File: src/rtl/nis_consts.vh
// Constants for the low interrupt event status block
`ifndef NIS_CONSTS_VH
`define NIS_CONSTS_VH

// Register port addresses
`define NIS_ADDR_W        4
`define NIS_ADDR_STATUS   4'h5
`define NIS_ADDR_MASK     4'h6
`define NIS_ADDR_RXCTL    4'h7
`define NIS_ADDR_TIMER    4'h8
`define NIS_ADDR_CRCT     4'h9
`define NIS_ADDR_FAET     4'ha
`define NIS_ADDR_MPT      4'hb
`define NIS_ADDR_RXST     4'hc

// Register widths and reset values
`define NIS_DW            16
`define NIS_NBITS         9
`define NIS_ZERO16        16'h0000
`define NIS_ONES16        16'hffff
`define NIS_ZERO32        32'h00000000
`define NIS_ONES32        32'hffffffff
`define NIS_ZERO9         9'h000
`define NIS_PTR_W         8
`define NIS_PTR_ZERO      8'h00
`define NIS_PTR_ONE       8'h01

// Status bit positions
`define NIS_B_TX_ERROR_FLAG        8
`define NIS_B_TC          7
`define NIS_B_RDE         6
`define NIS_B_RBE         5
`define NIS_B_RX_AREA_EXCEEDED_FLAG        4
`define NIS_B_CRC         3
`define NIS_B_FAE         2
`define NIS_B_MP          1
`define NIS_B_RFO         0

// Receive control bits
`define NIS_RXCTL_W       2
`define NIS_RXCTL_ZERO    2'h0
`define NIS_RXCTL_RST     0
`define NIS_RXCTL_TMREN   1

// Resource engine states
`define NIS_ST_W          2
`define NIS_ST_IDLE       2'h0
`define NIS_ST_RUN        2'h1
`define NIS_ST_STOP       2'h2

`endif

File: src/rtl/nis_flag.v
// One sticky status flag with write-one-to-clear and mask gating
`timescale 1ns/10ps
module nis_flag
(
  input  wire CLK,
  input  wire SYS_RST,
  input  wire CE,
  input  wire set_i,
  input  wire clr_i,
  input  wire mask_i,
  output reg  flag_reg,
  output wire pend_o
);

  // RQ19 set beats clear
  always @(posedge CLK)
    if (SYS_RST)
      flag_reg <= 1'b0;
    else if (CE)
      flag_reg <= set_i | (flag_reg & ~clr_i);

  // RQ18 masked pending
  assign pend_o = flag_reg & mask_i;

endmodule // nis_flag

File: src/rtl/nis_status_low.v
// Low interrupt event status bits with their event sources
// What this block and its driver do
// RQ1 - Set bit 8 when a packet ends with any transmit error cause.
// RQ2 - Set bit 7 when the 32-bit timer wraps zero to all ones.
// RQ3 - Set bit 6 when end-of-list is found in descriptor area.
// RQ4 - Set bit 5 when resource read pointer equals write pointer.
// RQ5 - Bit 5 rises on reading the last descriptor, before final buffer.
// RQ6 - Stop reception after last buffer; resume on pointer advance and clear.
// RQ7 - Clearing bit 5 with new resources fetches next descriptor; here only in the STOP state, not while running.
// RQ8 - Software adds resources before clearing bit 5.
// RQ9 - On buffer area end: set bit 4, abort, fetch next descriptor.
// RQ10 - After overflow, drop remaining buffer space and write no descriptor.
// RQ11 - Set bit 3 when the CRC tally wraps all ones to zero.
// RQ12 - Set bit 2 when the alignment tally wraps all ones to zero.
// RQ13 - Set bit 1 when the missed tally wraps all ones to zero.
// RQ14 - Set bit 0 when receive FIFO fills before bus is granted.
// RQ15 - Transmit underrun goes to transmit control, not overrun bit.
// RQ16 - Writing one clears a status bit; zero leaves it.
// RQ17 - Hardware reset clears status; software reset leaves it.
// RQ18 - Interrupt output high only for a set and enabled bit.
// RQ19 - Event in the clearing cycle wins; bit stays set.
//
// Chosen here: the register addresses and the plain strobed port.
`timescale 1ns/10ps
`include "nis_consts.vh"
module nis_status_low
(
  input  wire                   CLK,
  input  wire                   SYS_RST,
  input  wire                   CE,
  input  wire [`NIS_ADDR_W-1:0] ADDR,
  input  wire [`NIS_DW-1:0]     WDATA,
  input  wire                   WR,
  input  wire                   RD,
  output reg  [`NIS_DW-1:0]     RDATA,
  input  wire                   TX_DONE,
  input  wire                   TX_BYTE_COUNT_MISMATCH,
  input  wire                   TX_EXCESS_COLLISIONS,
  input  wire                   TX_FIFO_UNDERRUN,
  input  wire                   TX_EXCESS_DEFERRAL,
  output reg                    TX_UNDERRUN_REPORT,
  input  wire                   RX_DESC_EOL_SEEN,
  input  wire                   RX_PKT_START,
  input  wire                   RX_PKT_DONE,
  input  wire                   RX_BUF_DONE,
  input  wire                   RX_AREA_END,
  input  wire                   RX_CRC_ERROR,
  input  wire                   RX_ALIGN_ERROR,
  input  wire                   RX_MISSED,
  input  wire                   RX_FIFO_FULL,
  input  wire                   BUS_GRANT,
  output wire                   RX_ENABLE,
  output reg                    RX_ABORT,
  output reg                    RX_DESC_WRITE,
  output reg                    RX_RESOURCE_FETCH,
  output wire                   INT
);

  reg  [`NIS_NBITS-1:0]   mask_reg;
  reg  [`NIS_RXCTL_W-1:0] rxctl_reg;
  reg  [31:0]             timer_reg;
  reg  [`NIS_DW-1:0]      crc_tally_reg;
  reg  [`NIS_DW-1:0]      align_tally_reg;
  reg  [`NIS_DW-1:0]      missed_tally_reg;
  reg  [`NIS_PTR_W-1:0]   rrp_reg;
  reg  [`NIS_PTR_W-1:0]   rwp_reg;
  reg  [`NIS_ST_W-1:0]    state_reg;
  reg  [`NIS_ST_W-1:0]    state_next;
  reg                     last_desc_reg;
  reg                     in_pkt_reg;
  wire [`NIS_NBITS-1:0]   set_vec;
  wire [`NIS_NBITS-1:0]   clr_vec;
  wire [`NIS_NBITS-1:0]   flag_vec;
  wire [`NIS_NBITS-1:0]   pend_vec;
  wire                    wr_status;
  wire                    fetch_req;
  wire                    rbe_clear;
  wire                    tx_err;

  function hit;
    input [`NIS_ADDR_W-1:0] a;
    input [`NIS_ADDR_W-1:0] b;
    begin
      hit = (a == b);
    end
  endfunction

  ////////////////////////////////////////////////////////////////////////////
  // Register writes

  assign wr_status = CE & WR & hit(ADDR, `NIS_ADDR_STATUS);

  // RQ16 write one clears
  assign clr_vec = wr_status ? WDATA[`NIS_NBITS-1:0] : `NIS_ZERO9;

  // Software reset bit halts the resource engine but leaves status flags alone
  always @(posedge CLK)
    if (SYS_RST)
    begin
      mask_reg  <= `NIS_ZERO9;
      rxctl_reg <= `NIS_RXCTL_ZERO;
    end
    else if (CE & WR)
    begin
      if (hit(ADDR, `NIS_ADDR_MASK))
        mask_reg <= WDATA[`NIS_NBITS-1:0];
      if (hit(ADDR, `NIS_ADDR_RXCTL))
        rxctl_reg <= WDATA[`NIS_RXCTL_W-1:0];
    end

  ////////////////////////////////////////////////////////////////////////////
  // Timer and tally counters

  // RQ2 timer wrap
  assign set_vec[`NIS_B_TC] = CE & rxctl_reg[`NIS_RXCTL_TMREN]
                              & (timer_reg == `NIS_ZERO32)
                              & ~(WR & hit(ADDR, `NIS_ADDR_TIMER));

  always @(posedge CLK)
    if (SYS_RST)
      timer_reg <= `NIS_ZERO32;
    else if (CE & WR & hit(ADDR, `NIS_ADDR_TIMER))
      timer_reg <= {`NIS_ZERO16, WDATA};
    else if (CE & rxctl_reg[`NIS_RXCTL_TMREN])
      timer_reg <= timer_reg - 32'h00000001;

  // RQ11 CRC tally wrap
  assign set_vec[`NIS_B_CRC] = CE & RX_CRC_ERROR
                               & (crc_tally_reg == `NIS_ONES16)
                               & ~(WR & hit(ADDR, `NIS_ADDR_CRCT));
  // RQ12 alignment tally wrap
  assign set_vec[`NIS_B_FAE] = CE & RX_ALIGN_ERROR
                               & (align_tally_reg == `NIS_ONES16)
                               & ~(WR & hit(ADDR, `NIS_ADDR_FAET));
  // RQ13 missed tally wrap
  assign set_vec[`NIS_B_MP] = CE & RX_MISSED
                              & (missed_tally_reg == `NIS_ONES16)
                              & ~(WR & hit(ADDR, `NIS_ADDR_MPT));

  always @(posedge CLK)
    if (SYS_RST)
    begin
      crc_tally_reg    <= `NIS_ZERO16;
      align_tally_reg  <= `NIS_ZERO16;
      missed_tally_reg <= `NIS_ZERO16;
    end
    else if (CE)
    begin
      if (WR & hit(ADDR, `NIS_ADDR_CRCT))
        crc_tally_reg <= WDATA;
      else if (RX_CRC_ERROR)
        crc_tally_reg <= crc_tally_reg + 16'h0001;
      if (WR & hit(ADDR, `NIS_ADDR_FAET))
        align_tally_reg <= WDATA;
      else if (RX_ALIGN_ERROR)
        align_tally_reg <= align_tally_reg + 16'h0001;
      if (WR & hit(ADDR, `NIS_ADDR_MPT))
        missed_tally_reg <= WDATA;
      else if (RX_MISSED)
        missed_tally_reg <= missed_tally_reg + 16'h0001;
    end

  ////////////////////////////////////////////////////////////////////////////
  // Transmit, receive FIFO and descriptor list events

  // RQ1 transmit error
  assign tx_err = TX_BYTE_COUNT_MISMATCH | TX_EXCESS_COLLISIONS
                  | TX_FIFO_UNDERRUN | TX_EXCESS_DEFERRAL;
  assign set_vec[`NIS_B_TX_ERROR_FLAG] = CE & TX_DONE & tx_err;

  // RQ15 underrun to transmit control
  always @(posedge CLK)
    if (SYS_RST)
      TX_UNDERRUN_REPORT <= 1'b0;
    else if (CE & TX_DONE)
      TX_UNDERRUN_REPORT <= TX_FIFO_UNDERRUN;

  // RQ14 FIFO overrun
  assign set_vec[`NIS_B_RFO] = CE & RX_FIFO_FULL & ~BUS_GRANT;

  // RQ3 descriptors exhausted
  assign set_vec[`NIS_B_RDE] = CE & RX_DESC_EOL_SEEN;

  ////////////////////////////////////////////////////////////////////////////
  // Resource engine

  // Pointers are word indexes into the resource area; write pointer is
  // software-owned, so RQ8 ordering is up to the driver.
  assign rbe_clear = wr_status & WDATA[`NIS_B_RBE];
  // RQ7 clear refetches
  assign fetch_req = (state_reg == `NIS_ST_STOP) & rbe_clear
                     & (rwp_reg != rrp_reg);

  // RQ4 pointers meet
  // RQ5 early warning
  assign set_vec[`NIS_B_RBE] = CE & RX_RESOURCE_FETCH
                               & (rrp_reg == rwp_reg);

  // RQ9 area end flag
  assign set_vec[`NIS_B_RX_AREA_EXCEEDED_FLAG] = CE & RX_AREA_END & in_pkt_reg;

  always @*
  begin
    state_next = state_reg;
    case (state_reg)
      `NIS_ST_IDLE:
        if ((rwp_reg != rrp_reg) & ~rxctl_reg[`NIS_RXCTL_RST])
          state_next = `NIS_ST_RUN;
      `NIS_ST_RUN:
        if (RX_BUF_DONE & last_desc_reg & ~RX_RESOURCE_FETCH)
          state_next = `NIS_ST_STOP;
      `NIS_ST_STOP:
        if (fetch_req)
          state_next = `NIS_ST_RUN;
      default:
        state_next = `NIS_ST_IDLE;
    endcase
  end

  always @(posedge CLK)
    if (SYS_RST)
    begin
      state_reg         <= `NIS_ST_IDLE;
      rrp_reg           <= `NIS_PTR_ZERO;
      rwp_reg           <= `NIS_PTR_ZERO;
      last_desc_reg     <= 1'b0;
      in_pkt_reg        <= 1'b0;
      RX_ABORT          <= 1'b0;
      RX_DESC_WRITE     <= 1'b0;
      RX_RESOURCE_FETCH <= 1'b0;
    end
    else if (CE)
    begin
      RX_ABORT          <= 1'b0;
      RX_DESC_WRITE     <= 1'b0;
      RX_RESOURCE_FETCH <= 1'b0;
      if (rxctl_reg[`NIS_RXCTL_RST])
        state_reg <= `NIS_ST_IDLE;
      else
        state_reg <= state_next;
      if (WR & hit(ADDR, `NIS_ADDR_RXST))
        rwp_reg <= WDATA[`NIS_PTR_W-1:0];
      if (RX_PKT_START & RX_ENABLE)
        in_pkt_reg <= 1'b1;
      // RQ9 abort and fetch
      // RQ10 no descriptor, buffer dropped
      if (RX_AREA_END & in_pkt_reg)
      begin
        in_pkt_reg <= 1'b0;
        RX_ABORT   <= 1'b1;
      end
      else if (RX_PKT_DONE & in_pkt_reg)
      begin
        in_pkt_reg    <= 1'b0;
        RX_DESC_WRITE <= 1'b1;
      end
      // Fetch on start-up, buffer end, area overflow or refill after clear
      if ((state_reg == `NIS_ST_IDLE & state_next == `NIS_ST_RUN)
          | fetch_req
          | ((RX_BUF_DONE | (RX_AREA_END & in_pkt_reg))
             & state_reg == `NIS_ST_RUN & ~last_desc_reg))
      begin
        RX_RESOURCE_FETCH <= 1'b1;
        rrp_reg           <= rrp_reg + `NIS_PTR_ONE;
        last_desc_reg     <= (rrp_reg + `NIS_PTR_ONE == rwp_reg);
      end
    end

  // RQ6 stop until refill
  assign RX_ENABLE = (state_reg == `NIS_ST_RUN);

  ////////////////////////////////////////////////////////////////////////////
  // Flags, interrupt and read port

  genvar g;
  generate
    for (g = 0; g < `NIS_NBITS; g = g + 1)
    begin : flags
      // RQ17 hard reset only
      nis_flag u_flag
      (
        .CLK      (CLK),
        .SYS_RST  (SYS_RST),
        .CE       (CE),
        .set_i    (set_vec[g]),
        .clr_i    (clr_vec[g]),
        .mask_i   (mask_reg[g]),
        .flag_reg (flag_vec[g]),
        .pend_o   (pend_vec[g])
      );
    end
  endgenerate

  // RQ18 interrupt level
  assign INT = |pend_vec;

  always @(posedge CLK)
    if (SYS_RST)
      RDATA <= `NIS_ZERO16;
    else if (CE)
    begin
      RDATA <= `NIS_ZERO16;
      if (RD)
        case (ADDR)
          `NIS_ADDR_STATUS: RDATA <= {7'h00, flag_vec};
          `NIS_ADDR_MASK:   RDATA <= {7'h00, mask_reg};
          `NIS_ADDR_RXCTL:  RDATA <= {14'h0000, rxctl_reg};
          `NIS_ADDR_TIMER:  RDATA <= timer_reg[`NIS_DW-1:0];
          `NIS_ADDR_CRCT:   RDATA <= crc_tally_reg;
          `NIS_ADDR_FAET:   RDATA <= align_tally_reg;
          `NIS_ADDR_MPT:    RDATA <= missed_tally_reg;
          `NIS_ADDR_RXST:   RDATA <= {rrp_reg, rwp_reg};
          default:          RDATA <= `NIS_ZERO16;
        endcase
    end

endmodule // nis_status_low

File: config.mk
export PLATFORM = sky130hd
export DESIGN_NAME = nis_status_low
export DESIGN_NICKNAME = d
export VERILOG_FILES = /design/src/rtl/nis_flag.v /design/src/rtl/nis_status_low.v
export VERILOG_INCLUDE_DIRS = /design/src /design/src/rtl
export SDC_FILE = /design/constraint.sdc
export NUM_CORES = 1
export LEC_CHECK = 0
export ABC_AREA = 1
export BUFFER_PORTS_ARGS = -buffer_cell sky130_fd_sc_hd__buf_4
export CAP_MARGIN = 25
export CORE_MARGIN = 1.5
export CORE_UTILIZATION = 55
export DETAILED_ROUTE_END_ITERATION = 10
export GPL_ROUTABILITY_DRIVEN = 0
export GPL_TIMING_DRIVEN = 0
export PLACE_DENSITY = 0.87
export SLEW_MARGIN = 20
export SYNTH_ARGS = -nofsm -noshare
export SYNTH_HDL_FRONTEND = slang
export SYNTH_SLANG_ARGS = --single-unit
File: constraint.sdc
create_clock -name CLK -period 1.54 [get_ports CLK]
set_input_delay 0.308 -clock CLK [delete_from_list [all_inputs] [get_ports CLK]]
set_output_delay 0.308 -clock CLK [all_outputs]
set_load 0.02 [all_outputs]
# Word-level counts from Yosys, hierarchy flattened
# Cells that the tools add are included.
# classes
add_sub_neg,5
n_eq_ne,17
mux,23
n_bitwise,91
reduce_logical,17
# ops
cell,count
$mux W16,9
$pmux W16 S8,1
$and A1 B1 Y1,59
$add A16 B1 Y16 const B,3
$eq A16 B16 Y1 const B,3
$logic_not A32 Y1,1
$sub A32 B1 Y32 const B,1
$eq A4 B4 Y1 const B,5
$not A1 Y1,17
$eq A8 B8 Y1,2
$reduce_and A2 Y1,8
$or A1 B1 Y1,15
$eq A4 B3 Y1 const B,3
$mux W9,1
$reduce_or A9 Y1,1
$add A8 B1 Y8 const B,1
$mux W2,4
$ne A8 B8 Y1,1
$reduce_bool A2 Y1,4
$mux W1,7
$pmux W2 S3,1
$eq A2 B1 Y1 const B,2
$reduce_bool A3 Y1,1
$eq A2 B2 Y1 const B,1
other kinds (2),2
# totals
ff_bits,140
output_inout_bits,22
wordCells,179

# Longest topological paths before layout
# Gate-level depths: netlist of run 1.
# logic_depth
word_depth,12
mapped_depth,14
mapped_depth_nobuf,13

# Hierarchy
# From an unflattened synthesis of run 1, not the netlist that was laid out.
# unflattened
cells_unflattened,1345
area_unflattened_um2,8526.9
# modules_own_cells
module,n_inst,cells_per_inst,area_each_um2,seq_area_each_um2
nis_status_low,1,1282,8099.0,2622.5
nis_flag,9,7,47.5,20.0

# Worst setup path before layout of run 1
# No wires, ideal clock.
# synth_path
path_type,register to register
start,register state_reg[0]
end,register rrp_reg[1]
setup_ns,0.113
arrival_time_ns,1.475
required_ns,1.427
path_slack_ns,-0.048
stages_incl_launch_ff,9
n_path_buf,1
synth_period_minus_slack_ns,1.588
cell_sequence,dfxtp_1 inv_1 nor2_1 o211ai_1 nand2_2 nand2_4 buf_6 o21ai_1 nor2_1
# synth_between
word_cells_on_any_way,16
cone_classes,eq/ne (3); mux (4); bitwise (7); reduce/logical (2)
# synth_rtl
element,line_no,source
from (decl),nis_status_low.v:67,reg [`NIS_ST_W-1:0] state_reg;
from (signal assigned),nis_status_low.v:223,state_reg <= `NIS_ST_IDLE;
from (signal assigned),nis_status_low.v:238,state_reg <= `NIS_ST_IDLE;
from (signal assigned),nis_status_low.v:240,state_reg <= state_next;
$eq A2 B1 Y1 (*),-,
via RX_ENABLE,nis_status_low.v:52,"output wire RX_ENABLE,"
$pmux W2 S3,nis_status_low.v:205,case (state_reg)
$eq A2 B1 Y1 (no source line),-,
$and A1 B1 Y1 (no source line),-,
$or A1 B1 Y1,nis_status_low.v:258,if ((state_reg == `NIS_ST_IDLE & state_next == `NIS_ST_RUN)
$or A1 B1 Y1 (*),nis_status_low.v:258,
$reduce_and A2 Y1 (no source line) (*),-,
to (signal assigned),nis_status_low.v:224,rrp_reg <= `NIS_PTR_ZERO;
to (signal assigned),nis_status_low.v:264,rrp_reg <= rrp_reg + `NIS_PTR_ONE;
to (decl),nis_status_low.v:65,reg [`NIS_PTR_W-1:0] rrp_reg;
# The timed path passes the listed nets; every way through them passes the cells marked *.
# A chain may end at the register's enable or synchronous reset.

# Worst setup path after layout of run 1
# layout_path
start,register mask_reg[1]
end,output INT
# layout_between
elab_chain_len,2
# layout_rtl
element,line_no,source
from (decl),nis_status_low.v:59,reg [`NIS_NBITS-1:0] mask_reg;
from (signal assigned),nis_status_low.v:100,mask_reg <= `NIS_ZERO9;
from (signal assigned),nis_status_low.v:106,mask_reg <= WDATA[`NIS_NBITS-1:0];
$and A1 B1 Y1,nis_flag.v:23,assign pend_o = flag_reg & mask_i;
$reduce_or A9 Y1,nis_status_low.v:295,assign INT = |pend_vec;
to (decl),nis_status_low.v:56,output wire INT
# Every way passes these cells.

==> metrics.txt, run 1 <==
Setup Crit Path Kind=flop to primary output; register area share after synthesis=32.8%; library cells used by synthesis=48; root buffer cell=clkbuf_16; Clk pin slew, worst setup/hold paths=0.06 ns; nets=1518; crit path setup slack, layout=-0.255 ns; worst slew pin tran=0.878 ns; Via density=6.43; crit-path max cell delay=0.32 ns; Clock Sinks=140; maxcap violations=0; # IOs=62; Synth Warn #=0; CTS tree=done; Initial Util=56.2%; Site Rows=45; worst path buffer plus inverter count=1; antenna viol nets, final=0; initial DRC count=1945; Peak Freq=557 MHz; overall routing resource usage=37.5%; I/O Buffers=59; via count=10785; Area growth, synth to finish=28.4%; Critical Path End Type=primary output; global route overflow=0; EDFF count, synth=0; initial antenna violation count=0; Max Slew Vio Count=0; Crit path max-delay family=simple AND/OR/NAND/NOR gates; fin cells=1676; Post-Synthesis Cells=1346; most common cell after layout, fill and taps aside=nand2_1; die height=128 um; WP data required=1.23 ns; clk_skew=0.00892 ns; Final Hold Viols=0; Final min period=1.79 ns; vias in the first global route=9333; Mapped Nets=1391; top cell type's share of synthesized area=32.8%; htree depth=4; status=finished with violations; Leakage=4.58 nW; Slew headroom=41.5%; ys async rst share=0%; first-pass GRT wire length=47.4 mm; Post-Route WL=33.5 mm; Placed Cells=1593; Largest register FFs=32; CP Data Arrival Time=1.49 ns; total power=0.0112 W; clk_lat worst skew=0.44 ns; synthesis-stage register bit count=140; cts hold-fix bufs=0; post-route clock period utilization=117%; ys flop type=dfxtp_1; synth top area cells=dfxtp_1, nand2_1, a21oi_1; DPL Wire Length=21.2 mm; router iterations before antenna repair=8; Synth Area per Inst=6.35 um^2; clock buffer depth=2; commonest non-fill, non-tap cells in the layout=nand2_1, a21oi_1, inv_1, buf_4, nor2_1; area leader, netlist=dfxtp_1; Hold/Removal Path Class=input pin to flop; PD cells=1020 nW/um^2; fillers=1084; CP max stage cell=dfxtp_2; Critical Path Source Type=flop; largest net degree at the start of global routing=17; RSZ-0062 raised after global routing=true; clock buffer count from CTS=17; residual DRC count=0; Max VDD drop=0.854 mV; area of the multi-input gates=5450 um^2; failing checks=negative setup slack; die area=16300 um^2; FF/Latch Area=2880 um^2; crit-path max FO=2; chip width=128 um; cell area after synthesis=8550 um^2; Core Area=15200 um^2; CP cell instances=nand2_2 -> o21ai_2 -> nor4_1 -> o21ai_1 -> buf_4; layout cells sized above 1=27.9%; Setup-failing EPs final=17; Wirelength per Cell=20.0 um
## through the flow
step	hold slack [ns]	instance area, um^2	util (%)	worst slack (ns)	TNS (ns)
global route	0.160	11000	72.2	-0.307	-2.69
finish	0.130	11000	72.2	-0.255	-1.45
detailed placement	0.456	9230	60.7	-0.522	-28.15
global placement	0.450	9230	60.7	-0.453	-23.55
CTS	0.135	10300	67.9	-0.213	-0.214
floorplan	0.438	8550	-	0.0665	0
## power breakdown
group | leakage, nW | switching (W) | internal [W]
combinational | 3.12 | 0.00155 | 0.00113
clock | 0.306 | 0.00170 | 0.00284
sequential | 1.16 | 0.000222 | 0.00379
total | 4.58 | 0.00348 | 0.00776
## cells in the mapped netlist (3+ instances only)
cell type and count:
nand2_1 335, nor2_1 149, a21oi_1 146, dfxtp_1 140, inv_1 136, o21ai_0 88, nand3_1 67, o21ai_1 29
o22ai_1 27, nand4_1 22, nor3_1 21, clkbuf_1 20, buf_2 19, inv_2 16, xor2_1 14, o211ai_1 12
a31oi_1 11, xnor2_1 11, buf_6 10, nor2_2 7, o221ai_1 7, nand2_2 6, nor2_4 6, ha_1 5
or2_2 5, o21a_1 4, nand2_4 3, nand3b_1 3, nor3_2 3, nor4_1 3
## metal layers
layer | up-vias | GRT usage [%] | share of wire [%]
met1 | 4830 | 44.1 | 34
met2 | 957 | 60.1 | 44
met4 | 0 | 23.1 | 8.5
met5 | - | 0 | 0
li1 | 4724 | - | -
met3 | 274 | 11.3 | 14
## cell families after synthesis
family / after synthesis / synth area share (%)
xor gates and xnor gates: 25 / 2.56
AOI/OAI and AO/OA: 336 / 21.7
DFF: 140 / 32.8
adders and majority gates: 5 / 0.732
buffers and inverters: 205 / 10.3
and+or+nand+nor: 635 / 32.0
## final timing paths
| kind | from | to | slack [ns] | depth (start not counted) |
|---|---|---|---|---|
| max | mask_reg[1]$_SDFFE_PP0P_ | INT | -0.25 | 5 |
| min | TX_FIFO_UNDERRUN | TX_UNDERRUN_REPORT$_SDFFE_PP0P_ | 0.13 | 3 |
| max reg2reg | rrp_reg[0]$_SDFFE_PP0P_ | last_desc_reg$_SDFFE_PP0P_ | -0.24 | 11 |
| min reg2reg | mask_reg[3]$_SDFFE_PP0P_ | mask_reg[3]$_SDFFE_PP0P_ | 0.47 | 2 |
## final cells by class
class	instances	share of cell area, %
multi-input cells	1001	49.7
flip-flops and latches	140	26.3
repair buffers	111	7.98
inverters	154	5.38
clock buffers	22	4.32
plain buffers	48	2.73
well taps	188	2.14
clock inverters	10	1.48
diodes	2	0.0456
## worst reg2reg max path, stage by stage, from the launching register on
cell	delay [ns]
dfxtp_4	0.36
buf_6	0.12
ha_4	0.29
xnor2_2	0.12
nand2_1	0.11
nor2_2	0.12
nand3_2	0.10
nor2_2	0.12
nand3_1	0.10
nand2_1	0.09
nand2_1	0.06
nor2_1	0.11
## what timing repair did
item / CTS / global route
endpoints found under the setup margin: 52 / 59
gates cloned: 1 / 0
setup buffers: 19 / 33
resized for setup: 101 / 165
pin swaps: 18 / 54
Note: power is estimated with default switching activity, not from simulation.
==> inputs of run 2 (changes only) <==
--- a/config.mk
+++ b/config.mk
@@ -9,8 +9,10 @@
 export ABC_AREA = 1
 export BUFFER_PORTS_ARGS = -buffer_cell sky130_fd_sc_hd__buf_4
 export CAP_MARGIN = 25
+export CELL_PAD_IN_SITES_DETAIL_PLACEMENT = 0
+export CELL_PAD_IN_SITES_GLOBAL_PLACEMENT = 1
 export CORE_MARGIN = 1.5
-export CORE_UTILIZATION = 55
+export CORE_UTILIZATION = 39
 export DETAILED_ROUTE_END_ITERATION = 10
 export GPL_ROUTABILITY_DRIVEN = 0
 export GPL_TIMING_DRIVEN = 0
==> run 2 against run 1 <==
Net effect: critical path depth is the same; core utilization decreased by 20 points; non-clock buffer count shrank 7; total power down 2.9%; critical path type unchanged; sequential cell count unchanged; global-route usage down 8.6 points; largest power group unchanged; count of clock-buffer cells in the layout is 2 lower; final cell count grew 4.7%; maximum frequency increased by 0.56%; sequential share of layout area barely moved; the run still ends with negative setup slack left.
==> metrics.txt, run 2 (synthesized netlist as in run 1, its figures left out) <==
Final min period=1.78 ns; overall routing resource usage=28.9%; clk_skew=0.00908 ns; die height=151 um; initial antenna violation count=0; Max Slew Vio Count=0; Critical Path End Type=primary output; area of the multi-input gates=5450 um^2; sw power=0.00336 W; nets=1511; CP cell instances=inv_2 -> o22ai_2 -> nor4_1 -> o21ai_1 -> buf_4; Wirelength per Cell=18.7 um; failing checks=negative setup slack; cts hold-fix bufs=0; Internal Pwr Total=0.00755 W; Slew headroom=41.0%; PD cells=989 nW/um^2; Clk pin slew, worst setup/hold paths=0.06 ns; Flop pwr share=36.6%; Clk pwr share=41.6%; router iterations before antenna repair=5; FF/Latch Area=2900 um^2; combinational share of power=21.8%; antenna viol nets, final=0; Via density=5.58; DPL Wire Length=23.6 mm; clk_lat worst skew=0.44 ns; Hold/Removal Path Class=input pin to flop; crit-path max FO=2; via count=9796; Post-Route WL=32.8 mm; layout cells sized above 1=26.9%; clock buffer depth=2; maxcap violations=0; root buffer cell=clkbuf_16; Setup Crit Path Kind=flop to primary output; global route overflow=0; worst path buffer plus inverter count=2; CP max stage cell=dfxtp_2; crit-path max cell delay=0.33 ns; Setup-failing EPs final=4; htree depth=4; total power=0.0109 W; R2R Setup Slk=-0.02 ns; Peak Freq=560 MHz; fin cells=1754; WP data required=1.23 ns; post-route clock period utilization=116%; worst slew pin tran=0.885 ns; initial DRC count=1070; chip width=151 um; commonest non-fill, non-tap cells in the layout=nand2_1, a21oi_1, inv_1, nor2_1, buf_4; Crit path max-delay family=flip-flops; # IOs=62; status=finished with violations; clock buffer count from CTS=17; vias in the first global route=8833; most common cell after layout, fill and taps aside=nand2_1; fillers=2141; worst slack, placed=-0.578 ns; Site Rows=53; Area growth, synth to finish=29.0%; CTS tree=done; Largest register FFs=32; Net Sw Frac=30.8%; crit path setup slack, layout=-0.245 ns; die area=22800 um^2; Critical Path Source Type=flop; Ant. Diodes=0; Final Hold Viols=0; Placed Cells=1680; residual DRC count=0; Initial Util=40.2%; CP Data Arrival Time=1.48 ns; largest net degree at the start of global routing=17; Clock Sinks=140; I/O Buffers=59; RSZ-0062 raised after global routing=true; setup TNS=-0.268 ns; Max VDD drop=0.634 mV; Leakage=4.56 nW; first-pass GRT wire length=49.3 mm; Core Area=21300 um^2
-- run 2: final cells by class --
cell class	count	share of cell area, %
tap	275	3.12
sequential	140	26.2
timing repair buffer	104	7.47
clock buffer	20	4.05
multi-input combinational	1001	49.4
inverter	154	5.37
buffer	48	2.69
clock inverter	12	1.69
-- run 2: what timing repair did --
action | CTS | global route
gates cloned | 1 | 0
resized for setup | 112 | 147
pin swaps | 32 | 53
setup buffers | 20 | 24
setup endpoints to repair | 60 | 64
-- run 2: stage by stage --
stage / utilization, % / cell area [um^2] / hold WS, ns
after CTS: 49.1 / 10500 / 0.138
after detailed placement: 43.9 / 9340 / 0.460
final: 51.8 / 11000 / 0.141
after floorplan: - / 8550 / 0.438
after global placement: 43.9 / 9340 / 0.450
after global routing: 51.8 / 11000 / 0.149
-- run 2: worst min-delay path: cells and delay by family --
kind	cells	cell delay (ns)
AND/OR/NAND/NOR	1	0.07
AO/OA/AOI/OAI	1	0.07
buffers and inverters	1	0.08
-- run 2: metal layers --
| metal | GRT usage, % | vias to the layer above | wire, um |
|---|---|---|---|
| met1 | 37.9 | 4534 | 13700 |
| met5 | 0 | - | 0 |
| met2 | 46.1 | 445 | 15000 |
| met4 | 14.2 | 0 | 1490 |
| met3 | 4.46 | 106 | 2540 |
| li1 | - | 4711 | - |
-- run 2: final timing paths --
path | endpoint | cells after the start | from
worst max-delay path | INT | 5 | flags[5].u_flag.flag_reg$_SDFFE_PP0P_
worst min-delay path | TX_UNDERRUN_REPORT$_SDFFE_PP0P_ | 3 | TX_FIFO_UNDERRUN
worst max register to register | crc_tally_reg[8]$_SDFFE_PP0P_ | 8 | crc_tally_reg[1]$_SDFFE_PP0P_
worst min register to register | RX_DESC_WRITE$_SDFFE_PP0P_ | 2 | RX_DESC_WRITE$_SDFFE_PP0P_
-- run 2: power groups by stage --
| stage | Clock [W] | Sequential [W] | Combinational, W |
|---|---|---|---|
| after floorplan | 0 | 0.00396 | 0.00116 |
| after global placement | 0 | 0.00399 | 0.00167 |
| after detailed placement | 0 | 0.00399 | 0.00169 |
| after CTS | 0.00453 | 0.00395 | 0.00211 |
| after global routing | 0.00471 | 0.00402 | 0.00257 |
| final | 0.00454 | 0.00399 | 0.00238 |
